File: config.mk
export PLATFORM = sky130hd
export DESIGN_NAME = status_event_flag_manager
export DESIGN_NICKNAME = d
export VERILOG_FILES = /design/src/rtl/status_flags_pkg.sv /design/src/rtl/status_event_flag_manager.sv
export SDC_FILE = /design/constraint.sdc
export NUM_CORES = 1
export LEC_CHECK = 0
export BUFFER_PORTS_ARGS = -buffer_cell sky130_fd_sc_hd__buf_2
export CORE_MARGIN = 2
export CORE_UTILIZATION = 50
export CTS_BUF_LIST = sky130_fd_sc_hd__clkbuf_4 sky130_fd_sc_hd__clkbuf_8
export DETAILED_ROUTE_END_ITERATION = 10
export PLACE_DENSITY_LB_ADDON = 0.25
export SLEW_MARGIN = 15
export SYNTH_ARGS = -nofsm -noshare
export SYNTH_HDL_FRONTEND = slang
export SYNTH_SLANG_ARGS = --single-unit
File: constraint.sdc
create_clock -name clk -period 3 [get_ports clk]
set_input_delay 0.45 -clock clk [delete_from_list [all_inputs] [get_ports clk]]
set_output_delay 0.45 -clock clk [all_outputs]
set_load 0.02 [all_outputs]
File: src/rtl/status_flags_pkg.sv
/*
 * Package for the status and event flag manager: constants, flag indices, error codes
 * and the packed carriers shared by the ports.
 * Assumes a 40 MHz system clock and a synchronous active-high reset.
 */
package status_flags_pkg;

	// Clock and delay timing
	localparam int unsigned CLK_HZ = 40000000;
	localparam int unsigned MS_PER_S = 1000;
	localparam int unsigned TICK_MS = 1;
	localparam int unsigned TICK_CYCLES = CLK_HZ / MS_PER_S * TICK_MS;
	localparam int unsigned DELAY_MIN_MS = 1;
	localparam int unsigned DELAY_MAX_MS = 9999;
	localparam int unsigned OTP_OFF_S = 5;
	localparam int unsigned OTP_OFF_MS = OTP_OFF_S * MS_PER_S;
	localparam int unsigned HOST_BUF_CHARS = 255;
	localparam int unsigned MACRO_MAX_CHARS = 80;

	// Bit positions named by the flag rules
	localparam int unsigned GRP_B_LIMIT_BIT = 1;
	localparam int unsigned STD_EXEC_BIT = 4;

	// Error codes shown on the display
	localparam logic [7:0] ERR_SEQ_LIMIT = 8'h15;
	localparam logic [7:0] ERR_SEQ_EMPTY = 8'h16;
	localparam logic [7:0] ERR_OUT_BLOCKED = 8'h19;
	localparam logic [7:0] ERR_NONE = 8'h00;

	// Event vector indices
	localparam int unsigned EV_CUR_REG = 0;
	localparam int unsigned EV_VOLT_REG = 1;
	localparam int unsigned EV_CMD_ERR = 2;
	localparam int unsigned EV_MACRO_ERR = 3;
	localparam int unsigned EV_RUN_FAULT = 4;
	localparam int unsigned EV_LIMIT_ERR = 5;
	localparam int unsigned EV_OC_TRIP = 6;
	localparam int unsigned EV_PWR_LIM = 7;
	localparam int unsigned EV_OP_DONE = 8;
	localparam int unsigned EV_OT_ALARM = 9;
	localparam int unsigned EV_OT_CLEAR = 10;
	localparam int unsigned EV_OUT_BLOCK = 11;
	localparam int unsigned EV_OV_TRIP = 12;
	localparam int unsigned EV_PWR_CYCLE = 13;
	localparam int unsigned EV_QUERY_ERR = 14;
	localparam int unsigned EV_SEQ_DONE = 15;
	localparam int unsigned EV_SEQ_ERR = 16;
	localparam int unsigned EV_TRIG = 17;
	localparam int unsigned EV_N = 18;
	localparam logic [EV_N-1:0] EV_RESET = 18'h02000;

	// Commands and reports from the parser, one-cycle pulses
	typedef struct packed {
		logic cmd_unknown;
		logic cmd_syntax;
		logic cmd_range;
		logic [7:0] macro_len;
		logic macro_define;
		logic macro_has_trig;
		logic param_fault;
		logic state_conflict;
		logic volt_set_wr;
		logic volt_lim_wr;
		logic cur_set_wr;
		logic cur_lim_wr;
		logic output_on_cmd;
		logic output_off_cmd;
		logic opc_cmd;
		logic talk_addr;
		logic seq_go;
		logic clear_status;
		logic delay_cmd;
		logic [13:0] delay_ms;
	} cmd_t;

	// Set-point and limit values offered with writes
	typedef struct packed {
		logic [15:0] volt_new;
		logic [15:0] cur_new;
		logic [15:0] seq_volt;
		logic [15:0] seq_cur;
		logic seq_has_entries;
	} values_t;

	// Live analog-side conditions from pins
	typedef struct packed {
		logic cur_reg;
		logic volt_reg;
		logic pwr_lim;
		logic oc_trip;
		logic ov_trip;
		logic over_temp;
		logic trig_off;
		logic trig_pulse;
		logic seq_active;
	} cond_t;

	// Power-on behaviour selections
	typedef enum logic [1:0] {
		PON_STANDBY = 2'b00,
		PON_RESET = 2'b01,
		PON_RECALL = 2'b11
	} pon_mode_t;

	// Delay sequencer
	typedef enum logic [1:0] {
		DLY_IDLE = 2'b00,
		DLY_RUN = 2'b01,
		DLY_LAST = 2'b11
	} dly_state_t;

endpackage : status_flags_pkg

File: src/rtl/status_event_flag_manager.sv
/*
 * Status and event flag manager with command-string delay step.
 * Assumes a command parser on the same clock sends one-cycle command pulses,
 * and that analog-side conditions arrive from pins and need synchronising.
 */
module status_event_flag_manager #(
	parameter int unsigned TICK_LEN = status_flags_pkg::TICK_CYCLES,
	parameter int unsigned OTP_DELAY_MS = status_flags_pkg::OTP_OFF_MS
) (
	input wire logic clk,
	input wire logic srst,
	input wire status_flags_pkg::cmd_t cmd,
	input wire status_flags_pkg::values_t vals,
	input wire status_flags_pkg::cond_t cond_pin,
	input wire status_flags_pkg::pon_mode_t pon_mode,
	input wire logic out_buf_nonempty,
	input wire logic event_read,
	input wire logic [status_flags_pkg::EV_N-1:0] event_enable,
	output logic [status_flags_pkg::EV_N-1:0] event_flags,
	output logic [status_flags_pkg::EV_N-1:0] cond_flags,
	output logic group_summary,
	output logic message_available_flag,
	output logic sequence_running_flag,
	output logic std_exec_err,
	output logic output_enable,
	output logic parser_hold,
	output logic [7:0] error_code,
	output logic [15:0] voltage_setpoint,
	output logic [15:0] voltage_limit,
	output logic [15:0] current_setpoint,
	output logic [15:0] current_limit,
	output logic seq_abort
);
	import status_flags_pkg::*;

	localparam int unsigned TW = $clog2(TICK_LEN + 1);
	localparam int unsigned OW = $clog2(OTP_DELAY_MS + 1);

	// Two-flop synchronisers for the pin conditions
	cond_t cond_s1_r;
	cond_t cond_r;
	cond_t cond_d_r;
	always_ff @(posedge clk) begin
		cond_s1_r <= cond_pin;
		cond_r <= cond_s1_r;
		cond_d_r <= cond_r;
	end

	// Set-point and limit checks; rejected writes leave the register alone
	// voltage over limit
	wire v_set_bad = cmd.volt_set_wr && (vals.volt_new > voltage_limit);
	wire v_lim_bad = cmd.volt_lim_wr && (vals.volt_new < voltage_setpoint);
	wire i_set_bad = cmd.cur_set_wr && (vals.cur_new > current_limit);
	wire i_lim_bad = cmd.cur_lim_wr && (vals.cur_new < current_setpoint);
	wire limit_bad = v_set_bad || v_lim_bad || i_set_bad || i_lim_bad;

	wire macro_bad = cmd.macro_define && ((cmd.macro_len > 8'(MACRO_MAX_CHARS)) ||
		cmd.macro_has_trig);
	wire cmd_bad = cmd.cmd_unknown || cmd.cmd_syntax || cmd.cmd_range;
	wire run_bad = cmd.param_fault || cmd.state_conflict;

	wire seq_lim_bad = cmd.seq_go && ((vals.seq_volt > voltage_limit) ||
		(vals.seq_cur > current_limit));
	wire seq_empty = cmd.seq_go && !vals.seq_has_entries;
	wire seq_bad = seq_lim_bad || seq_empty;

	wire on_blocked = cmd.output_on_cmd && cond_r.trig_off;
	wire on_hot = cmd.output_on_cmd && cond_r.over_temp;
	wire on_ok = cmd.output_on_cmd && !cond_r.trig_off && !cond_r.over_temp;

	// Delay state; parser hold while delaying, when new delay and opc commands are ignored
	dly_state_t dly_state_r;
	dly_state_t dly_state_nxt;
	logic [13:0] dly_ms_r;
	logic [13:0] dly_ms_nxt;
	logic [TW-1:0] tick_r;
	wire tick = (tick_r == TW'(TICK_LEN - 1));
	wire [TW-1:0] tick_nxt = tick ? '0 : tick_r + TW'(1);
	wire dly_start = cmd.delay_cmd && (dly_state_r == DLY_IDLE) &&
		(cmd.delay_ms >= 14'(DELAY_MIN_MS)) && (cmd.delay_ms <= 14'(DELAY_MAX_MS));

	always_comb begin
		dly_state_nxt = dly_state_r;
		dly_ms_nxt = dly_ms_r;
		case (dly_state_r)
			DLY_IDLE: begin
				if (dly_start) begin
					dly_ms_nxt = cmd.delay_ms;
					dly_state_nxt = (cmd.delay_ms == 14'(DELAY_MIN_MS)) ? DLY_LAST : DLY_RUN;
				end
			end
			DLY_RUN: begin
				if (tick) begin
					dly_ms_nxt = dly_ms_r - 14'(1);
					if (dly_ms_r == 14'(2)) begin
						dly_state_nxt = DLY_LAST;
					end
				end
			end
			DLY_LAST: begin
				if (tick) begin
					dly_ms_nxt = '0;
					dly_state_nxt = DLY_IDLE;
				end
			end
			default: begin
				dly_state_nxt = DLY_IDLE;
			end
		endcase
	end

	always_ff @(posedge clk) begin
		if (srst) begin
			dly_state_r <= DLY_IDLE;
			dly_ms_r <= '0;
			tick_r <= '0;
		end else begin
			dly_state_r <= dly_state_nxt;
			dly_ms_r <= dly_ms_nxt;
			tick_r <= dly_start ? '0 : tick_nxt;
		end
	end

	wire hold_nxt = (dly_state_nxt != DLY_IDLE);

	// Overtemperature shut-off timer counts ms while the condition lasts
	logic [OW-1:0] ot_ms_r;
	wire ot_expire = cond_r.over_temp && (ot_ms_r == OW'(OTP_DELAY_MS)) && output_enable;
	wire ot_clear = cond_d_r.over_temp && !cond_r.over_temp;
	wire ot_restore = ot_clear && (pon_mode == PON_RECALL);
	wire trip = (cond_r.oc_trip && !cond_d_r.oc_trip) || (cond_r.ov_trip && !cond_d_r.ov_trip);

	always_ff @(posedge clk) begin
		if (srst) begin
			ot_ms_r <= '0;
		end else if (!cond_r.over_temp) begin
			ot_ms_r <= '0;
		end else if (tick && (ot_ms_r != OW'(OTP_DELAY_MS))) begin
			ot_ms_r <= ot_ms_r + OW'(1);
		end
	end

	// Output switch: off wins over on; protection holds off until output-on, or until overtemperature clears in PON_RECALL.
	// a trigger input demanding off also forces the output off
	wire out_nxt = (trip || ot_expire || cmd.output_off_cmd || cond_r.trig_off) ? 1'b0 :
		(on_ok || ot_restore) ? 1'b1 : output_enable;

	// Live condition vector; follows state only
	logic [EV_N-1:0] cond_v;
	always_comb begin
		cond_v = '0;
		cond_v[EV_CUR_REG] = cond_r.cur_reg;
		cond_v[EV_VOLT_REG] = cond_r.volt_reg;
		cond_v[EV_PWR_LIM] = cond_r.pwr_lim;
		cond_v[EV_OC_TRIP] = cond_r.oc_trip;
		cond_v[EV_OV_TRIP] = cond_r.ov_trip;
		cond_v[EV_OT_ALARM] = cond_r.over_temp;
		cond_v[EV_SEQ_ERR] = 1'b0;
		cond_v[EV_TRIG] = cond_r.trig_pulse;
	end

	// Event sources; rising edges of conditions (falling for OT clear and sequence done), pulses for errors
	logic [EV_N-1:0] ev_set;
	always_comb begin
		ev_set = cond_v & ~cond_flags;
		ev_set[EV_CUR_REG] = cond_r.cur_reg && !cond_d_r.cur_reg;
		ev_set[EV_VOLT_REG] = cond_r.volt_reg && !cond_d_r.volt_reg;
		ev_set[EV_CMD_ERR] = cmd_bad;
		ev_set[EV_MACRO_ERR] = macro_bad;
		ev_set[EV_RUN_FAULT] = run_bad;
		ev_set[EV_LIMIT_ERR] = limit_bad;
		ev_set[EV_OP_DONE] = cmd.opc_cmd && !parser_hold;
		ev_set[EV_OT_ALARM] = (cond_r.over_temp && !cond_d_r.over_temp) || on_hot;
		ev_set[EV_OT_CLEAR] = ot_clear;
		ev_set[EV_OUT_BLOCK] = on_blocked;
		ev_set[EV_PWR_CYCLE] = 1'b0;
		ev_set[EV_QUERY_ERR] = cmd.talk_addr && !out_buf_nonempty;
		ev_set[EV_SEQ_DONE] = !cond_r.seq_active && cond_d_r.seq_active;
		ev_set[EV_SEQ_ERR] = seq_bad;
		ev_set[EV_TRIG] = cond_r.trig_pulse && !cond_d_r.trig_pulse;
	end

	// set wins over read or clear-status
	wire ev_clr = event_read || cmd.clear_status;
	wire [EV_N-1:0] ev_nxt = (ev_clr ? '0 : event_flags) | ev_set;
	wire std_nxt = (ev_clr ? 1'b0 : std_exec_err) | limit_bad;

	// Error code shown for a blocked output-on or a refused sequence start
	wire [7:0] code_nxt = on_blocked ? ERR_OUT_BLOCKED : seq_lim_bad ? ERR_SEQ_LIMIT :
		seq_empty ? ERR_SEQ_EMPTY : error_code;

	// accepted writes update setpoints and limits
	always_ff @(posedge clk) begin
		if (srst) begin
			voltage_setpoint <= '0;
			voltage_limit <= '1;
			current_setpoint <= '0;
			current_limit <= '1;
		end else begin
			if (cmd.volt_set_wr && !v_set_bad) voltage_setpoint <= vals.volt_new;
			if (cmd.volt_lim_wr && !v_lim_bad) voltage_limit <= vals.volt_new;
			if (cmd.cur_set_wr && !i_set_bad) current_setpoint <= vals.cur_new;
			if (cmd.cur_lim_wr && !i_lim_bad) current_limit <= vals.cur_new;
		end
	end

	// reset clears events but raises power-cycle; power-cycle flag
	always_ff @(posedge clk) begin
		if (srst) begin
			event_flags <= EV_RESET;
			std_exec_err <= 1'b0;
			cond_flags <= '0;
			group_summary <= 1'b0;
			message_available_flag <= 1'b0;
			sequence_running_flag <= 1'b0;
			output_enable <= 1'b0;
			parser_hold <= 1'b0;
			error_code <= ERR_NONE;
			seq_abort <= 1'b0;
		end else begin
			event_flags <= ev_nxt;
			std_exec_err <= std_nxt;
			cond_flags <= cond_v;
			group_summary <= |(ev_nxt & event_enable);
			message_available_flag <= out_buf_nonempty;
			sequence_running_flag <= cond_r.seq_active;
			output_enable <= out_nxt;
			parser_hold <= hold_nxt;
			error_code <= code_nxt;
			seq_abort <= seq_bad;
		end
	end

	// length check helper: cycles held against programmed ms times tick length
	logic [31:0] hold_cnt_r;
	logic [31:0] hold_exp_r;
	always_ff @(posedge clk) begin
		if (srst) begin
			hold_cnt_r <= '0;
			hold_exp_r <= '0;
		end else if (dly_start) begin
			hold_cnt_r <= '0;
			hold_exp_r <= 32'(cmd.delay_ms) * 32'(TICK_LEN);
		end else if (parser_hold) begin
			hold_cnt_r <= hold_cnt_r + 32'h1;
		end
	end
endmodule : status_event_flag_manager

-- Yosys cells after proc, flatten, opt, wreduce, memory -nomap -nowiden
Cells that the tools add are included.
- $add $sub $neg: 3
- multiply operators: 0
- div/mod/pow operators: 0
- $lt $le $gt $ge: 9
- equal/unequal tests: 11
- shift operators: 0
- muxes and demuxes: 15
- bitwise logic cells: 6
- reductions and logical operators: 76
- operators with widths (cell ; number):
    greater-than comparator 16 bit ; 4
    2-to-1 mux 14 bit ; 3
    one-hot mux 14 bit (3 select lines) ; 1
    logical AND 1 bit ; 32
    < comparator 16 bit ; 2
    bitwise AND 18 bit ; 1
    2-to-1 mux 18 bit ; 1
    bitwise OR 18 bit ; 1
    OR reduction 18 bit ; 1
    adder 16 x 1 -> 16 bit (second input constant) ; 1
    equality test 16 bit (second input constant) ; 1
    logical NOT 1 bit ; 16
    logical OR 1 bit ; 16
    2-to-1 mux 5 bit ; 3
    equality test 14 x 1 -> 1 bit (second input constant) ; 1
    equality test 14 x 2 -> 1 bit (second input constant) ; 1
    greater-or-equal comparator 14 x 1 -> 1 bit (second input constant) ; 1
    less-or-equal comparator 14 bit (second input constant) ; 1
    subtractor 14 x 1 -> 14 bit (second input constant) ; 1
    adder 13 x 1 -> 13 bit (second input constant) ; 1
    bitwise AND 13 bit ; 1
    equality test 13 bit (second input constant) ; 1
    inequality test 13 bit (second input constant) ; 1
    inverter 13 bit ; 1
    15 further kinds ; 27
- register bits: 171
- bits in latches: 0
- bits in writable memories: 0
- bits in read-only memories: 0
- input port bits: 138
- output and inout bits: 115
- word-level logic and storage cells: 165
- memories kept: 0

-- Depth between registers and ports, before layout
Gate-level depths: netlist of the first run.
- depth after elaboration: 8
- depth in mapped cells: 11
- depth with buffers taken out: 9

-- Least setup slack after synthesis of the first run
OpenSTA, ideal clock, no wires.
- path type: register to register
- from: register current_limit[1]
- to: register current_setpoint[0]
- library setup time: 0.128 ns
- arrival: 2.553 ns
- data required time: 2.872 ns
- slack: 0.319 ns
- cell stages (with the launch flop): 11
- buffers on the path: 1
- clock period less this slack: 2.681 ns
- cells stage by stage: dfxtp_1 -> inv_1 -> ha_1 -> nor2b_1 -> o211ai_1 -> a2111oi_0 -> nor4b_1 -> o21ai_1 -> buf_2 -> mux2i_1 -> nor2_1
- longest elaborated chain between the ends: 4
- ends and longest elaborated chain (item ; RTL line ; source):
    from (decl) ; status_event_flag_manager.sv:31 ; output logic [15:0] current_limit,
    from (signal assigned) ; status_event_flag_manager.sv:203 ; if (cmd.cur_lim_wr && !i_lim_bad) current_limit <= vals.cur_new;
    greater-than comparator 16 bit ; status_event_flag_manager.sv:53 ; wire i_set_bad = cmd.cur_set_wr && (vals.cur_new > current_limit);
    logical AND 1 bit ; status_event_flag_manager.sv:53 ;
    logical NOT 1 bit ; status_event_flag_manager.sv:202 ; if (cmd.cur_set_wr && !i_set_bad) current_setpoint <= vals.cur_new;
    logical AND 1 bit ; status_event_flag_manager.sv:202 ;
    to (signal assigned) ; status_event_flag_manager.sv:202 ;
    to (decl) ; status_event_flag_manager.sv:30 ; output logic [15:0] current_setpoint,
Every way passes these cells.
A chain may end at the register's enable or synchronous reset.

-- Worst setup path in the final report of the first run
- from: register voltage_setpoint[13]
- to: register voltage_limit[4]
- longest elaborated chain between the ends: 4
- ends and longest elaborated chain (item ; RTL line ; source):
    from (decl) ; status_event_flag_manager.sv:28 ; output logic [15:0] voltage_setpoint,
    from (signal assigned) ; status_event_flag_manager.sv:200 ; if (cmd.volt_set_wr && !v_set_bad) voltage_setpoint <= vals.volt_new;
    < comparator 16 bit ; status_event_flag_manager.sv:52 ; wire v_lim_bad = cmd.volt_lim_wr && (vals.volt_new < voltage_setpoint);
    logical AND 1 bit ; status_event_flag_manager.sv:52 ;
    logical NOT 1 bit ; status_event_flag_manager.sv:201 ; if (cmd.volt_lim_wr && !v_lim_bad) voltage_limit <= vals.volt_new;
    logical AND 1 bit ; status_event_flag_manager.sv:201 ;
    to (signal assigned) ; status_event_flag_manager.sv:201 ;
    to (decl) ; status_event_flag_manager.sv:29 ; output logic [15:0] voltage_limit,
Every way passes these cells.

==> flow_metrics.py, run 1 <==
metrics = {
    "synthesis": {
        "ys_warn_count": 0,
        "avgSynthCellArea_um2": 8.76,
        "ys.flop_type": "dfxtp_1",
        "synth_edf_count": 0,
        "ys_seq_area_share_pct": 38.6,
        "syn_inst": 1014,
        "synth-seq-cells": 171,
        "synthArstFlopShare_pct": 0,
        "netlist_area_um2": 8880,
        "yosysUniqueCellTypes": 60,
    },
    "critical_path": {
        "critPathKind": "flop to flop",
        "worstSetupEndpoint": "voltage_limit[4]",
        "startpoint": "voltage_setpoint[13]",
        "rr_startpoint": "voltage_setpoint[13]",
        "r2r_cells": 8,
        "cp-end-kind": "flop",
        "cp_max_fo": 15,
        "ff2ff_setup_slack_ns": 0.42,
        "reg2reg_to": "voltage_limit[4]",
        "cp.required_ns": 3.35,
        "worst_path_largest_cell_delay_ns": 0.53,
        "cp_slowest_cell": "or4_1",
        "cp-start-kind": "flop",
        "worstPathArrival_ns": 2.92,
        "crit_chain": "inv_1 > ha_1 > nand4_1 > or4_1 > o211ai_1 > buf_4 > a21oi_1 > a311o_1",
    },
    "floorplanning": {
        "die_h_um": 137,
        "dieArea_um2": 18800,
        "placementRows": 48,
        "io_pins": 253,
        "die_w_um": 137,
        "start_util_pct": 51.2,
        "coreArea_um2": 17400,
    },
    "cts": {
        "clock_latency_ns": 0.47,
        "numCtsBuffers": 17,
        "cts.path.max_buffers": 2,
        "ctsResizeCount": 0,
        "cts_tree": "done",
        "post-cts-setup-buffers": 0,
        "clockRootBuffer": "clkbuf_8",
        "clock_sinks": 171,
        "cts-htree-levels": 4,
        "clkSlewWorstSetupHoldPaths_ns": 0.10,
        "holdBufCountCts": 0,
    },
    "route": {
        "routed-via-count": 8111,
        "avgViaCountPerCell": 5.45,
        "drc_errors": 0,
        "first_pass_iters": 4,
        "drt_iter0_drc": 477,
        "wl_met2_um": 10700,
        "wirelength_um": 23200,
        "drt.antenna.violating_nets": 0,
        "wl_met1_um": 10600,
        "routed.top_layer": "met4",
        "wl_per_cell_um": 15.6,
        "route.met3.wl_um": 1510,
    },
    "place": {
        "hpwlAfterDp_um": 18000,
        "place_ws_ns": 0.250,
        "numPortBuffers": 238,
        "place_inst": 1455,
        "place.gp.congestion": 0.857,
    },
    "sta": {
        "finalSetupViolations": 0,
        "rsz0062_at_grt": "false",
        "clock-skew-final_ns": 0.0214,
        "period_share_pct": 85.9,
        "final-hold-violation-count": 0,
        "fmax_ghz": 0.388,
        "fin_setup_tns_ns": 0,
        "slew_violations": 0,
        "slew_headroom_pct": 44.5,
        "setup_slack_ns": 0.422,
        "tightest_slew_ns": 0.831,
        "min_period_ns": 2.58,
    },
    "cells_and_area": {
        "num_antenna_cells": 0,
        "syn_to_final_growth_pct": 20.4,
        "layoutNonFillerInstCount": 1487,
        "fin_nets": 1486,
        "drive_gt1_share_pct": 23.5,
    },
    "power": {
        "power_density_nw_per_um2": 522,
        "ir_drop_v": 0.000352,
        "p_leak_uw": 0.00509,
        "power_uw": 5580,
    },
    "global_route": {
        "overflow": 0,
        "grt_usage_pct": 24.3,
        "grt_max_degree": 47,
        "antenna_found_initial": 0,
        "grt_pass1_vias": 7494,
        "grt_pass1_wl_um": 36200,
    },
    "worst_hold_path": {
        "min_from": "cond_pin[6]",
        "worstHoldPathType": "input pin to flop",
    },
    "job": {
        "cap_violations": 0,
    },
    "outcome": {
        "status": "completed",
    },
}
-- worst min path at each step --
stage                         to  slack (ns)  depth (start not counted)
floorplan              cond_r[0]        0.31                          0
CTS                 cond_s1_r[5]        0.05                          1
global route        cond_s1_r[4]        0.04                          1
detailed placement     cond_r[7]        0.31                          0
global placement       cond_r[7]        0.31                          0
finish              cond_s1_r[6]        0.08                          1
-- per-stage QoR --
step	hold slack (ns)	area [um^2]	utilization [%]
after floorplan	0.310	8930	-
after global placement	0.310	10300	59.2
after detailed placement	0.314	10300	59.2
after CTS	0.0494	10700	61.6
after global routing	0.0432	10700	61.6
final	0.0826	10700	61.6
-- final cells by class --
cell class,count,area (um^2)
clock buffers,17,234
clock inverters,15,181
fillers,1529,6670
inverters,87,327
multi-input cells,719,4930
flip-flops and latches,171,3420
well taps,225,282
repair buffers,253,1310
-- cell usage after synthesis (9+ instances only) --
library cell,number,area [um^2]
xor2_1,12,105
a211o_1,19,166
a311o_1,15,150
nor2_1,128,480
nand4_1,21,131
nor3_1,15,75.1
clkbuf_1,30,113
mux2i_1,34,340
inv_1,87,327
o21ai_0,29,145
xnor2_1,14,123
nand3_1,22,110
a21oi_1,96,480
nor4_1,15,93.8
dfxtp_1,171,3420
nand2b_1,9,56.3
ha_1,99,1240
nor2b_1,21,131
buf_4,14,105
nand2_1,51,191
-- routing by layer --
metal | global-route usage [%] | up-vias
met5 | 0 | -
met4 | 7.67 | 0
met3 | 5.04 | 34
met2 | 40.5 | 274
met1 | 31.6 | 3757
li1 | - | 4046
-- cells in the final DEF, fill, tap and decap left out, types with 19 or more instances in the layout --
cell type / count
a211o_1: 19
a21oi_1: 96
buf_2: 237
dfxtp_1: 171
ha_1: 99
inv_1: 87
mux2i_1: 34
nand2_1: 51
nand3_1: 22
nand4_1: 21
nor2_1: 128
nor2b_1: 21
o21ai_0: 29
-- power breakdown --
| group | leakage [uW] | internal [uW] | switching (uW) |
|---|---|---|---|
| logic | 0.00348 | 534 | 814 |
| registers | 0.00141 | 2420 | 103 |
| clock network | 0.000204 | 776 | 934 |
-- cell families after synthesis --
kind of cell / synth area share, %
DFF: 38.6
buffers and inverters: 6.50
adders and majority gates: 14.0
xor gates and xnor gates: 2.56
other: 0.0422
muxes: 3.83
AOI/OAI and AO/OA: 17.4
and+or+nand+nor: 17.2
-- registers in the layout, summed over array words and instances, names as in the netlist --
signal and count:
ot_ms_r 13, current_limit 16, std_exec_err 1, dly_ms_r 14, message_available_flag 1, cond_s1_r 9, parser_hold 1, seq_abort 1
output_enable 1, voltage_setpoint 16, group_summary 1, cond_r 9, dly_state_r 2, tick_r 16, cond_d_r 7, sequence_running_flag 1
error_code 5, event_flags 18, cond_flags 7, voltage_limit 16, current_setpoint 16
-- worst max-delay path, delay by kind of cell, from the launching register on --
kind / cells / cell delay (ns)
buffers and inverters: 2 / 0.33
adders and majority gates: 1 / 0.29
AOI/OAI and AO/OA: 3 / 0.80
DFF: 1 / 0.37
and+or+nand+nor: 2 / 0.67
No activity file was read; power rests on OpenSTA's default activity.
==> inputs of run 2 (changes only) <==
--- a/config.mk
+++ b/config.mk
@@ -5,6 +5,7 @@
 export SDC_FILE = /design/constraint.sdc
 export NUM_CORES = 1
 export LEC_CHECK = 0
+export ABC_AREA = 1
 export BUFFER_PORTS_ARGS = -buffer_cell sky130_fd_sc_hd__buf_2
 export CORE_MARGIN = 2
 export CORE_UTILIZATION = 50
==> flow_metrics.py, run 2 <==
metrics = {
    "cells_and_area": {
        "largest_register_ffs": 18,
        "syn_to_final_growth_pct": 19.6,
        "final_core_util_pct": 60.7,
        "top_register": "event_flags",
        "layout.cells.most_common": "buf_2",
        "drive_gt1_share_pct": 20.3,
        "final_cell_mix": "buf_2 (238), nand2_1 (210), inv_1 (187)",
        "fin_nets": 1679,
    },
    "critical_path": {
        "cp_slowest_cell": "inv_1",
        "worst_path_largest_cell_delay_ns": 0.65,
        "critPathKind": "flop to flop",
        "cp-start-kind": "flop",
        "cp_max_fo": 30,
        "cp-end-kind": "flop",
        "crit_chain": "inv_1 > ha_1 > o21ai_0 > nand2_1 > nand3_1 > a21oi_1 > o21ai_0 > nand2_1 > nand2_1 > inv_1 > nand2_1 > o211ai_1",
        "worstPathArrival_ns": 2.68,
        "path_common_cell": "nand2_1",
        "cp.required_ns": 3.38,
    },
    "synthesis": {
        "ys_warn_count": 0,
        "netlist_area_um2": 9090,
        "syn_inst": 1211,
        "synth_commonest_cells": "nand2_1 (210), inv_1 (187), dfxtp_1 (171)",
        "ys.flop_type": "dfxtp_1",
        "synth_edf_count": 0,
        "synth-seq-cells": 171,
        "synthArstFlopShare_pct": 0,
        "synth_area_leader_cell": "dfxtp_1",
        "avgSynthCellArea_um2": 7.50,
        "synth_top_area_share_pct": 37.7,
        "yosysUniqueCellTypes": 46,
        "synth_most_common_cell": "nand2_1",
        "synthTopCellsByArea": "dfxtp_1 (38%), ha_1 (14%), nand2_1 (8.7%), inv_1 (7.7%), a21oi_1 (5.9%)",
        "ys_seq_area_share_pct": 37.7,
    },
    "route": {
        "wirelength_um": 22600,
        "avgViaCountPerCell": 5.06,
        "route.met3.wl_um": 1540,
        "first_pass_iters": 7,
        "wl_per_cell_um": 13.4,
        "wl_met2_um": 10400,
        "routed.top_layer": "met4",
        "routed-via-count": 8526,
        "drt_iter0_drc": 417,
        "drt.antenna.violating_nets": 0,
        "wl_met1_um": 10200,
        "drc_errors": 0,
    },
    "sta": {
        "clock-skew-final_ns": 0.0241,
        "rsz0062_at_grt": "false",
        "whs_ns": 0.0586,
        "period_share_pct": 76.7,
        "final-hold-violation-count": 0,
        "tightest_slew_ns": 0.911,
        "slew_violations": 0,
        "finalSetupViolations": 0,
        "fin_setup_tns_ns": 0,
        "fmax_ghz": 0.435,
        "slew_headroom_pct": 39.2,
        "min_period_ns": 2.30,
    },
    "floorplanning": {
        "die_w_um": 139,
        "start_util_pct": 50.8,
        "coreArea_um2": 17900,
        "dieArea_um2": 19300,
        "io_pins": 253,
        "placementRows": 49,
        "die_h_um": 139,
    },
    "cts": {
        "clkSlewWorstSetupHoldPaths_ns": 0.12,
        "cts.path.max_buffers": 2,
        "cts_tree": "done",
        "holdBufCountCts": 0,
        "ctsResizeCount": 0,
        "clock_latency_ns": 0.48,
        "post-cts-setup-buffers": 0,
        "numCtsBuffers": 17,
        "clock_sinks": 171,
        "cts-htree-levels": 4,
        "clockRootBuffer": "clkbuf_8",
    },
    "place": {
        "hpwlAfterDp_um": 17800,
        "place.gp.congestion": 0.844,
        "numPortBuffers": 238,
    },
    "global_route": {
        "grt_usage_pct": 23.3,
        "grt_pass1_wl_um": 37300,
        "antenna_found_initial": 2,
        "grt_pass1_vias": 7918,
        "overflow": 0,
        "grt_max_degree": 69,
    },
    "worst_hold_path": {
        "worstHoldPathType": "input pin to flop",
    },
    "power": {
        "ir_drop_v": 0.000324,
        "p_leak_uw": 0.00555,
        "power_density_nw_per_um2": 525,
    },
    "outcome": {
        "status": "completed",
    },
    "job": {
        "cap_violations": 0,
    },
}
## run 2: worst paths after layout
path	end	cells after the start	slack, ns	startpoint
max reg2reg	current_limit[15]	12	0.70	current_setpoint[1]
max	current_limit[15]	12	0.70	current_setpoint[1]
min	cond_s1_r[8]	1	0.06	cond_pin[8]
min reg2reg	cond_r[1]	0	0.34	cond_s1_r[1]
## run 2: kinds of logic (layout without fill, tap and decap cells)
logic type	count (synthesis)	in the layout	share of synthesized area (%)
AND/OR/NAND/NOR	435	435	20.7
adder cells (fa/ha/maj)	99	99	13.6
AO/OA/AOI/OAI	260	260	16.3
buffers and inverters	235	466	10.7
flip-flops	171	171	37.7
XOR/XNOR	10	10	0.964
other	1	16	0.0413
## run 2: layout make-up
type	instances	area (um^2)
Clock buffer	17	234
Sequential cell	171	3420
Tap cell	229	287
Clock inverter	15	206
Fill cell	1668	7040
Multi-Input combinational cell	818	4750
Inverter	190	713
Antenna cell	2	5.00
Timing Repair Buffer	244	1250
## run 2: where the power goes
group / switching (uW) / total, uW / internal (uW)
clock: 1060 / 1720 / 663
sequential: 106 / 2560 / 2450
combinational: 913 / 1430 / 512
total: 2070 / 5700 / 3630
## run 2: worst max-delay path: cells and delay by family, from the launching register on
family,cells,cell delay [ns]
fa+ha+maj,1,0.25
compound gates,4,0.49
simple gates,5,0.42
buf+inv,2,0.70
flops,1,0.33
## run 2: layer usage
metal,vias up,track usage (%)
li1,4447,-
met1,3791,29.3
met2,250,39.1
met3,38,6.32
met4,0,7.34
met5,-,0
## run 2: metrics by stage
stage	setup WS [ns]	std cells	total power [uW]	instance area (um^2)
3_5_place_dp	0.527	1652	4030	10400
5_1_grt	0.425	1686	6050	10900
2_1_floorplan	1.02	1224	3560	9140
3_3_place_gp	0.613	1652	3990	10400
4_1_cts	0.716	1684	5740	10900
6_report	0.699	1686	5700	10900
